`config.mk`:
```
export PLATFORM = sky130hd
export DESIGN_NAME = oscillator_config_decode
export DESIGN_NICKNAME = d
export VERILOG_FILES = /design/src/rtl/osc_cfg_pkg.sv /design/src/rtl/oscillator_config_decode.sv
export SDC_FILE = /design/constraint.sdc
export NUM_CORES = 1
export LEC_CHECK = 0
export BUFFER_PORTS_ARGS = -buffer_cell sky130_fd_sc_hd__buf_2
export CAP_MARGIN = 10
export CORE_ASPECT_RATIO = 1.1
export CORE_MARGIN = 4
export CORE_UTILIZATION = 35
export DETAILED_ROUTE_END_ITERATION = 10
export GPL_ROUTABILITY_DRIVEN = 0
export PLACE_DENSITY = 0.66
export SYNTH_ARGS = -nofsm -noshare
export SYNTH_HDL_FRONTEND = slang
export SYNTH_SLANG_ARGS = --single-unit
```
`constraint.sdc`:
```
create_clock -name clk -period 3.05 [get_ports clk]
set_clock_uncertainty 0.05 [all_clocks]
set_input_delay 0.61 -clock clk [delete_from_list [all_inputs] [get_ports clk]]
set_output_delay 0.61 -clock clk [all_outputs]
set_load 0.05 [all_outputs]
```
`src/rtl/osc_cfg_pkg.sv`:
```
/*
 Constants, types and register map of the oscillator configuration
 decoder. Assumes a 32-bit APB register bus and a 100 MHz clock.

*/
package osc_cfg_pkg;

   // Bus geometry
   localparam int ADDR_W = 24;
   localparam int DATA_W = 32;

   // Register indices; byte address is four times the index
   localparam logic [ADDR_W-1:0] CFG_IDX  = 24'h300001;
   localparam logic [ADDR_W-1:0] TUNE_IDX = 24'h300010;
   localparam logic [ADDR_W-1:0] STAT_IDX = 24'h300011;

   // Field positions
   localparam int TWO_SPEED_BIT = 7;
   localparam int FAILSAFE_BIT  = 6;
   localparam int UNUSED_BIT    = 5;
   localparam int PLL_FUSE_BIT  = 4;
   localparam int SEL_LSB       = 0;
   localparam int SEL_W         = 4;
   localparam int PLL_RUN_BIT   = 6;

   // Reset values
   localparam logic [7:0] CFG_RESET  = 8'h08;
   localparam logic [7:0] TUNE_RESET = 8'h00;

   typedef enum logic [3:0] {
      crystal_low_freq_mode   = 4'b0000,
      crystal_std_mode        = 4'b0001,
      crystal_fast_high       = 4'b0010,
      crystal_fast_med        = 4'b0011,
      ext_clock_high_with_out = 4'b0100,
      ext_clock_high          = 4'b0101,
      ext_resistor_cap_osc_out = 4'b0110,
      ext_resistor_cap_osc    = 4'b0111,
      internal_osc            = 4'b1000,
      internal_osc_clock_out  = 4'b1001,
      ext_clock_med_with_out  = 4'b1010,
      ext_clock_med           = 4'b1011,
      ext_clock_low_with_out  = 4'b1100,
      ext_clock_low           = 4'b1101,
      reserved_e_mode         = 4'b1110,
      reserved_f_mode         = 4'b1111
   } osc_select_e;

   typedef enum logic [0:0] {
      capture_wait = 1'b0,
      running      = 1'b1
   } capture_state_e;

   // Decoded clock-system controls
   typedef struct packed {
      logic        two_speed_startup_en;
      logic        failsafe_monitor_en;
      logic        pll_enable;
      logic        clock_out_fn;
      logic        internal_sel;
      logic        crystal_sel;
      logic        ext_clock_sel;
      logic        rc_sel;
      logic        mode_reserved;
      osc_select_e osc_select;
   } clk_ctrl_s;

endpackage

```
`src/rtl/oscillator_config_decode.sv`:
```
/*
 Oscillator configuration decoder: captures the non-volatile
 configuration byte after reset and decodes it into clock-system
 controls; APB slave for the byte, the tuning and a status register.
 Assumes the byte is static on config_byte_in while reset is released.
*/
// Chosen here: the APB register port.
`timescale 1ns/100ps
module oscillator_config_decode (
   // Clock and reset
   input  wire logic                             clk,
   input  wire logic                             reset,
   input  wire logic                             ce,
   // Non-volatile configuration byte
   input  wire logic [7:0]                       config_byte_in,
   // APB slave
   input  wire logic                             psel,
   input  wire logic                             penable,
   input  wire logic                             pwrite,
   input  wire logic [osc_cfg_pkg::ADDR_W-1:0]   paddr,
   input  wire logic [osc_cfg_pkg::DATA_W-1:0]   pwdata,
   output logic                                  pready,
   output logic                                  pslverr,
   output logic [osc_cfg_pkg::DATA_W-1:0]        prdata,
   // Decoded controls
   output osc_cfg_pkg::clk_ctrl_s                clk_ctrl
);

   osc_cfg_pkg::capture_state_e state;
   logic [7:0]                  osc_config_high;
   logic [7:0]                  osc_tune_reg;
   osc_cfg_pkg::clk_ctrl_s      next_ctrl;
   logic                        access;
   logic                        hit_cfg;
   logic                        hit_tune;
   logic                        hit_stat;

   function automatic logic [osc_cfg_pkg::ADDR_W-1:0] byte_addr(
      input logic [osc_cfg_pkg::ADDR_W-1:0] idx);
      byte_addr = {idx[osc_cfg_pkg::ADDR_W-3:0], 2'b00};
   endfunction

   ////////////////////////////////////////////////////////////////////
   // Capture of the configuration byte

   always_ff @(posedge clk or posedge reset) begin
      if (reset) begin
         state           <= osc_cfg_pkg::capture_wait;
         osc_config_high <= osc_cfg_pkg::CFG_RESET;
      end else if (ce) begin
         case (state)
            osc_cfg_pkg::capture_wait: begin
               osc_config_high <= config_byte_in;
               state           <= osc_cfg_pkg::running;
            end
            osc_cfg_pkg::running: begin
               state <= osc_cfg_pkg::running;
            end
            default: begin
               state <= osc_cfg_pkg::capture_wait;
            end
         endcase
      end
   end

   ////////////////////////////////////////////////////////////////////
   // Decode

   always_comb begin
      logic [3:0] sel;
      logic       run_pll;
      sel     = osc_config_high[osc_cfg_pkg::SEL_LSB +: osc_cfg_pkg::SEL_W];
      run_pll = osc_tune_reg[osc_cfg_pkg::PLL_RUN_BIT];
      next_ctrl = '0;
      next_ctrl.osc_select = osc_cfg_pkg::osc_select_e'(sel);
      next_ctrl.two_speed_startup_en =
         osc_config_high[osc_cfg_pkg::TWO_SPEED_BIT];
      next_ctrl.failsafe_monitor_en =
         osc_config_high[osc_cfg_pkg::FAILSAFE_BIT];
      case (osc_cfg_pkg::osc_select_e'(sel))
         osc_cfg_pkg::ext_clock_low:
            next_ctrl.ext_clock_sel = 1'b1;
         osc_cfg_pkg::ext_clock_low_with_out: begin
            next_ctrl.ext_clock_sel = 1'b1;
            next_ctrl.clock_out_fn  = 1'b1;
         end
         osc_cfg_pkg::ext_clock_med:
            next_ctrl.ext_clock_sel = 1'b1;
         osc_cfg_pkg::ext_clock_med_with_out: begin
            next_ctrl.ext_clock_sel = 1'b1;
            next_ctrl.clock_out_fn  = 1'b1;
         end
         osc_cfg_pkg::ext_clock_high:
            next_ctrl.ext_clock_sel = 1'b1;
         osc_cfg_pkg::ext_clock_high_with_out: begin
            next_ctrl.ext_clock_sel = 1'b1;
            next_ctrl.clock_out_fn  = 1'b1;
         end
         osc_cfg_pkg::crystal_fast_med,
         osc_cfg_pkg::crystal_fast_high:
            next_ctrl.crystal_sel = 1'b1;
         osc_cfg_pkg::crystal_std_mode,
         osc_cfg_pkg::crystal_low_freq_mode:
            next_ctrl.crystal_sel = 1'b1;
         osc_cfg_pkg::ext_resistor_cap_osc:
            next_ctrl.rc_sel = 1'b1;
         osc_cfg_pkg::ext_resistor_cap_osc_out: begin
            next_ctrl.rc_sel       = 1'b1;
            next_ctrl.clock_out_fn = 1'b1;
         end
         osc_cfg_pkg::internal_osc_clock_out: begin
            next_ctrl.internal_sel = 1'b1;
            next_ctrl.clock_out_fn = 1'b1;
         end
         osc_cfg_pkg::internal_osc:
            next_ctrl.internal_sel = 1'b1;
         default:
            next_ctrl.mode_reserved = 1'b1;
      endcase
      if (next_ctrl.mode_reserved)
         next_ctrl.pll_enable = 1'b0;
      else if (next_ctrl.internal_sel)
         next_ctrl.pll_enable = run_pll;
      else
         next_ctrl.pll_enable = run_pll |
            osc_config_high[osc_cfg_pkg::PLL_FUSE_BIT];
   end

   always_ff @(posedge clk or posedge reset) begin
      if (reset)
         clk_ctrl <= '0;
      else if (ce)
         clk_ctrl <= next_ctrl;
   end

   ////////////////////////////////////////////////////////////////////
   // APB slave

   assign pready   = ce;
   assign access   = psel & penable & ce;
   assign hit_cfg  = paddr == byte_addr(osc_cfg_pkg::CFG_IDX);
   assign hit_tune = paddr == byte_addr(osc_cfg_pkg::TUNE_IDX);
   assign hit_stat = paddr == byte_addr(osc_cfg_pkg::STAT_IDX);
   assign pslverr  = psel & penable & ~(hit_cfg | hit_tune | hit_stat);

   always_ff @(posedge clk or posedge reset) begin
      if (reset)
         osc_tune_reg <= osc_cfg_pkg::TUNE_RESET;
      else if (access && pwrite && hit_tune)
         osc_tune_reg <= pwdata[7:0];
   end

   always_ff @(posedge clk or posedge reset) begin
      if (reset) begin
         prdata <= '0;
      end else if (psel && !penable && !pwrite && ce) begin
         prdata <= '0;
         if (hit_cfg) begin
            prdata[7:0] <= osc_config_high;
            prdata[osc_cfg_pkg::UNUSED_BIT] <= 1'b0;
         end else if (hit_tune) begin
            prdata[7:0] <= osc_tune_reg;
         end else if (hit_stat) begin
            prdata[$bits(osc_cfg_pkg::clk_ctrl_s)-1:0] <= clk_ctrl;
         end
      end
   end
endmodule // oscillator_config_decode

```
==> results of run 1 <==
==> how the worst min path moves through the flow <==
stage / startpoint / slack (ns) / to
CTS: reset / 0.41 / clk_ctrl[5]$_DFFE_PP0P_
finish: reset / 0.38 / clk_ctrl[5]$_DFFE_PP0P_
global placement: state$_DFFE_PP0P_ / 0.40 / state$_DFFE_PP0P_
floorplan: state$_DFFE_PP0P_ / 0.39 / state$_DFFE_PP0P_
detailed placement: state$_DFFE_PP0P_ / 0.40 / state$_DFFE_PP0P_
global route: state$_DFFE_PP0P_ / 0.43 / state$_DFFE_PP0P_
==> worst max-delay path: cells and delay by family <==
family                 cells  cell delay (ns)
AO/OA/AOI/OAI              1             0.25
AND/OR/NAND/NOR            3             0.89
buffers and inverters      2             0.31
==> power breakdown <==
group / total [mW] / switching [mW] / internal, mW
clock network: 0.431 / 0.190 / 0.241
logic: 0.318 / 0.237 / 0.0811
registers: 0.634 / 0.0360 / 0.598
==> layout make-up <==
class / count / area, µm²
inverter: 13 / 48.80
clock inverter: 3 / 40.04
fill: 578 / 3231
clock buffer: 5 / 68.82
sequential: 42 / 1052
tap: 77 / 96.34
multi-input combinational: 131 / 849.6
timing repair buffer: 75 / 382.9
==> placed cells by master, fill, tap and decap left out, types with 3 or more instances in the layout <==
cell type / instances
a21oi_1: 4
nor2_1: 5
inv_1: 13
nor2b_1: 3
nand4_1: 7
buf_2: 72
mux2i_1: 9
dfrtp_1: 41
buf_4: 3
o21ai_0: 15
o221ai_1: 8
nor4_1: 3
o22ai_1: 3
clkbuf_8: 5
nand2_1: 26
mux2_2: 5
conb_1: 19
mux2_4: 8
==> logic make-up after synthesis <==
group	Yosys count	synth area share (%)
XOR/XNOR	1	0.4213
multiplexers	22	12.82
AO/OA/AOI/OAI	33	10.11
AND/OR/NAND/NOR	56	14.08
other	1	0.1803
flip-flops	42	50.60
buffers and inverters	43	11.79
==> routing by layer <==
metal	part of all wire (%)	vias up	global-route usage, %	wire (µm)
li1	-	787	-	-
met1	41	767	16.56	2081
met2	47	65	24.15	2366
met3	10	8	4.582	507
met4	1.3	0	3.994	65
met5	0	-	0	0
==> through the flow <==
stage	utilization [%]	hold slack [ns]
2_1_floorplan	-	0.3875
3_3_place_gp	42.12	0.4005
3_5_place_dp	42.12	0.4046
4_1_cts	44.00	0.4053
5_1_grt	44.00	0.4320
6_report	44.00	0.3836
==> metrics.txt, run 1 <==
Initial DRC Count 67; critical path arrival just over 2 ns; Synth top area share 49.34%; pre-CTS setup slack approximately 0.34 ns; GRT overflow 0; crit path to pslverr; placed cell areas between 2000 and 2500 µm²; CP most frequent cell buf_2; Power, Total roughly 1.4 mW; NumNets Final roughly 340; sequential share of the synthesized area 50.60%; TritonCTS clock tree built; wire per inst 14.51 µm; post-route antenna net violation count 0; RSZ-0062 raised after global routing no; mapped cell area 2079 µm²; Die Y 88.84 µm; Area Growth Syn to Fin 22.08%; root buf cell clkbuf_8; period utilization 88.94%; DIE WIDTH around 81 µm; asr flop ratio synth 100.0%; Crit. End Element output pin; Yosys top cell by area dfrtp_1; DRC 0; most common cell in the netlist dfrtp_1; Netlist cell types 35; CP required about 2.4 ns; Final Hold Fails 0; initial antenna violation count 0; final cell count without fillers around 350; fmax roughly 370 MHz; layout cell share with drive strength beyond 1 37.55%; CP max-delay cell or4b_4; RR Startpoint state$_DFFE_PP0P_; first-pass GRT wire length roughly 7700 µm; Max Cap Violations 0; fin. max-slew vios 0; EDFF count, synth 0; # resized after CTS 0; Main synth FF type dfrtp_1; post-CTS setup buffers 0; # hold bufs at CTS 0; crit-path cells buf_2, or4b_4, nor3_4, nand2_1, o211a_1, buf_2; Ports approximately 120; row count 29; IO buf count just over 70; die area 7240 µm²; Critical R2R Capture osc_config_high[0]$_DFFE_PP0P_; CP peak stage delay between 0.5 and 0.6 ns; commonest cells in the netlist 41 x dfrtp_1, 26 x nand2_1, 20 x buf_4; maximum vdd drop 249.2 µV; Sinks on Clock Net 42; H-tree Lvls 2; Initial Util a little over a third; Leak Pwr approximately 1.3 nW; number of global-route vias before repair ~1600; crit path launch paddr[9]; flop-to-flop setup slack approximately 1.7 ns; Setup WS post-layout ~0.34 ns; Sum Neg Setup Slack 0 ns; flops & latches, synth 42; drt pass-1 iters 4; Post-Route WL around 5000 µm; Post-Place Cells approximately 340; Final HPWL DP about 3700 µm; Post-Syn Instances between 150 and 200; final setup fails 0; hold crit path type input port to async pin; worst-path maximum fanout 6; synth warn 0; TritonCTS Buffers 5; post-synthesis average cell area ~11 µm²; Tightest Pin Transition roughly 0.76 ns; minimum clock period ~2.7 ns; core area slightly below 6000 µm²; Crit Path Category input port to output pin; # diodes 0; synth top area cells dfrtp_1 49%, buf_4 7.2%, mux2_4 5.8%; CTS max path bufs 2; fin area roughly 2500 µm²; Skew-Pair Late Insertion Delay approximately 0.29 ns; largest net degree at the start of global routing 43; via count 1627; PwrDens 544.4 nW/µm²; Via-to-Cell Ratio 4.702; outcome finished clean; CP Launch Type input port; GRT Resource Usage Total between 10% and 20%; clk slew on worst S/H paths 0.08 ns; number of cells on the worst reg-to-reg path 2; Max-slew headroom around half
Power figures use the tool's default switching activity.
==> inputs of run 2 (changes only) <==
--- a/config.mk
+++ b/config.mk
@@ -5,6 +5,7 @@
 export SDC_FILE = /design/constraint.sdc
 export NUM_CORES = 1
 export LEC_CHECK = 0
+export ABC_AREA = 1
 export BUFFER_PORTS_ARGS = -buffer_cell sky130_fd_sc_hd__buf_2
 export CAP_MARGIN = 10
 export CORE_ASPECT_RATIO = 1.1
@@ -12,7 +13,6 @@
 export CORE_UTILIZATION = 35
 export DETAILED_ROUTE_END_ITERATION = 10
 export GPL_ROUTABILITY_DRIVEN = 0
-export PLACE_DENSITY = 0.66
 export SYNTH_ARGS = -nofsm -noshare
 export SYNTH_HDL_FRONTEND = slang
 export SYNTH_SLANG_ARGS = --single-unit
==> metrics.txt, run 2 <==
outcome finished clean (unchanged); Via-to-Cell Ratio 4.486 (was 4.702); NumNets Final 431 (was 338); DIE WIDTH 85.10 µm (was 81.50 µm); first-pass GRT wire length 9073 µm (was 7652 µm); Final Hold Fails 0 (unchanged); synth warn 0 (unchanged); Max-slew headroom 60.72% (was 49.07%); row count 30 (was 29); post-route antenna net violation count 0 (unchanged); synth top area cells dfrtp_1 45%, nand2_1 14%, buf_4 6.9% (was dfrtp_1 49%, buf_4 7.2%, mux2_4 5.8%); post-CTS setup buffers 0 (unchanged); flop-to-flop setup slack 1.81 ns (was 1.67 ns); met2 GRT Util 24.35% (was 24.15%); Ports 117 (unchanged); DRC 0 (unchanged); combinational power share 11.3% (was 23.0%); layout cell share with drive strength beyond 1 32.87% (was 37.55%); Critical R2R Capture clk_ctrl[10]$_DFFE_PP0P_ (was osc_config_high[0]$_DFFE_PP0P_); CP max-delay cell nor2_2 (was or4b_4); # resized after CTS 0 (unchanged); IO buf count 72 (unchanged); Synth top area share 44.83% (was 49.34%); core area 6269 µm² (was 5769 µm²); post-synthesis average cell area 7.974 µm² (was 10.50 µm²); commonest cells in the netlist 85 x nand2_1, 41 x dfrtp_1, 33 x nor2_1 (was 41 x dfrtp_1, 26 x nand2_1, 20 x buf_4); final setup fails 0 (unchanged); period utilization 83.23% (was 88.94%); Post-Route WL 5458 µm (was 5021 µm); Yosys top cell by area dfrtp_1 (unchanged); Initial DRC Count 91 (was 67); crit-path cells buf_2, nor2_1, nand2_1, inv_1, nand2_1, nor2_2, nand2_1, nand3_1, nor2_1, buf_2 (was buf_2, or4b_4, nor3_4, nand2_1, o211a_1, buf_2); fin area 2796 µm² (was 2539 µm²); critical path arrival 1.88 ns (was 2.05 ns); H-tree Lvls 2 (unchanged); initial antenna violation count 0 (unchanged); Crit. End Element output pin (unchanged); fmax 393.9 MHz (was 368.6 MHz); most common cell in the netlist nand2_1 (was dfrtp_1); Skew-Pair Late Insertion Delay 0.29 ns (about the same); Sum Neg Setup Slack 0 ns (unchanged); root buf cell clkbuf_8 (unchanged); Crit Path Category input port to output pin (unchanged); Initial Util 36.51% (was 36.04%); Post-Place Cells 434 (was 338); minimum clock period 2.538 ns (was 2.713 ns); flops & latches, synth 42 (unchanged); hold crit path type input port to async pin (unchanged); TritonCTS Buffers 5 (unchanged); GR Util met1 18.47% (was 16.56%); GRT overflow 0 (unchanged); sequential share of the synthesized area 45.98% (was 50.60%); Die Y 92.81 µm (was 88.84 µm); EDFF count, synth 0 (unchanged); maximum vdd drop 229.5 µV (was 249.2 µV); wire per inst 12.35 µm (was 14.51 µm); largest net degree at the start of global routing 43 (unchanged); most frequent cells in the layout 85 x nand2_1, 72 x buf_2, 41 x dfrtp_1, 33 x nor2_1, 22 x inv_1 (was 72 x buf_2, 41 x dfrtp_1, 26 x nand2_1, 19 x conb_1, 15 x o21ai_0); busiest grt layer met2 (unchanged); CP required 2.39 ns (about the same); placed cell areas 2654 µm² (was 2430 µm²); sw frac 24.05% (was 33.46%); number of cells on the worst reg-to-reg path 5 (was 2); Final HPWL DP 4234 µm (was 3727 µm); TritonCTS clock tree built (unchanged); CP peak stage delay 0.30 ns (was 0.54 ns); fin. max-slew vios 0 (unchanged); GRT Resource Usage Total 14.28% (was 13.99%); mapped cell area 2288 µm² (was 2079 µm²); switching power of the nets 0.2975 mW (was 0.4625 mW); PwrDens 442.3 nW/µm² (was 544.4 nW/µm²); CP most frequent cell nand2_1 (was buf_2); Seq pwr share 45.2% (was 45.8%); drt pass-1 iters 4 (unchanged); RSZ-0062 raised after global routing no (unchanged); Leak Pwr 1.606 nW (was 1.295 nW); Max Cap Violations 0 (unchanged); Tightest Pin Transition 0.5886 ns (was 0.7624 ns); most common cell after layout, fill and taps aside nand2_1 (was buf_2); final core occ 44.61% (was 44.00%); Sinks on Clock Net 42 (unchanged); number of global-route vias before repair 1949 (was 1632); Post-Syn Instances 287 (was 198); Area Growth Syn to Fin 22.20% (was 22.08%); RR Startpoint osc_config_high[3]$_DFFE_PP1P_ (was state$_DFFE_PP0P_); asr flop ratio synth 100.0% (unchanged); Main synth FF type dfrtp_1 (unchanged); final cell count without fillers 442 (was 346); Pint 0.9394 mW (was 0.9197 mW); worst-path maximum fanout 8 (was 6); Netlist cell types 27 (was 35); CP Launch Type input port (unchanged); Clock power frac 43.5% (was 31.2%); via count 1983 (was 1627); met3 usage 3.114% (was 4.582%); clk slew on worst S/H paths 0.08 ns (about the same); # diodes 0 (unchanged); die area 7897 µm² (was 7240 µm²); # hold bufs at CTS 0 (unchanged); CTS max path bufs 2 (unchanged)
==> run 2: worst max path at each step <==
stage / end / slack (ns) / start / depth (start not counted)
2_1_floorplan: pslverr / 0.56 / paddr[22] / 8
3_3_place_gp: pslverr / 0.51 / paddr[21] / 10
3_5_place_dp: pslverr / 0.49 / paddr[21] / 10
4_1_cts: pslverr / 0.49 / paddr[21] / 10
5_1_grt: pslverr / 0.33 / paddr[11] / 10
6_report: pslverr / 0.51 / paddr[21] / 10
==> run 2: cell type report <==
type,instances,area (µm²)
fillers,676,3472
well taps,80,100.1
inverters,23,86.33
clock inverters,2,60.06
clock buffers,6,82.58
flip-flops and latches,42,1052
multi-input cells,214,1032
repair buffers,75,382.9
==> run 2: logic make-up (layout without fill, tap and decap cells) <==
logic type / after synthesis / after routing / share of synthesized area [%]
AO/OA/AOI/OAI: 21 / 21 / 5.905
buffers and inverters: 49 / 106 / 11.86
flip-flops: 42 / 42 / 45.98
multiplexers: 5 / 5 / 2.460
other: 1 / 19 / 0.1639
AND/OR/NAND/NOR: 169 / 169 / 33.63
==> run 2: metal layers <==
metal  vias up  part of all wire (%)
li1       1016                     -
met1       909                    43
met2        56                    50
met3         2                   6.1
met4         0                  0.73
met5         -                     0
==> run 2: power groups by stage <==
stage	Combinational, mW	Clock, mW	Sequential, mW
floorplan	0.111	0	0.577
global route	0.152	0.567	0.560
detailed placement	0.141	0	0.570
global placement	0.139	0	0.570
finish	0.139	0.538	0.559
CTS	0.141	0.550	0.559
==> run 2: critical path: cells and delay by family <==
kind / cells / cell delay [ns]
buffers and inverters: 3 / 0.36
and+or+nand+nor: 7 / 0.91
==> run 2: through the flow <==
stage	power, mW	hold slack, ns	setup WS [ns]
after floorplan	0.6876	0.3728	0.5552
after global placement	0.7092	0.3839	0.5075
after detailed placement	0.7112	0.3906	0.4946
after CTS	1.251	0.4096	0.4867
after global routing	1.279	0.4533	0.3321
final	1.237	0.3807	0.5115
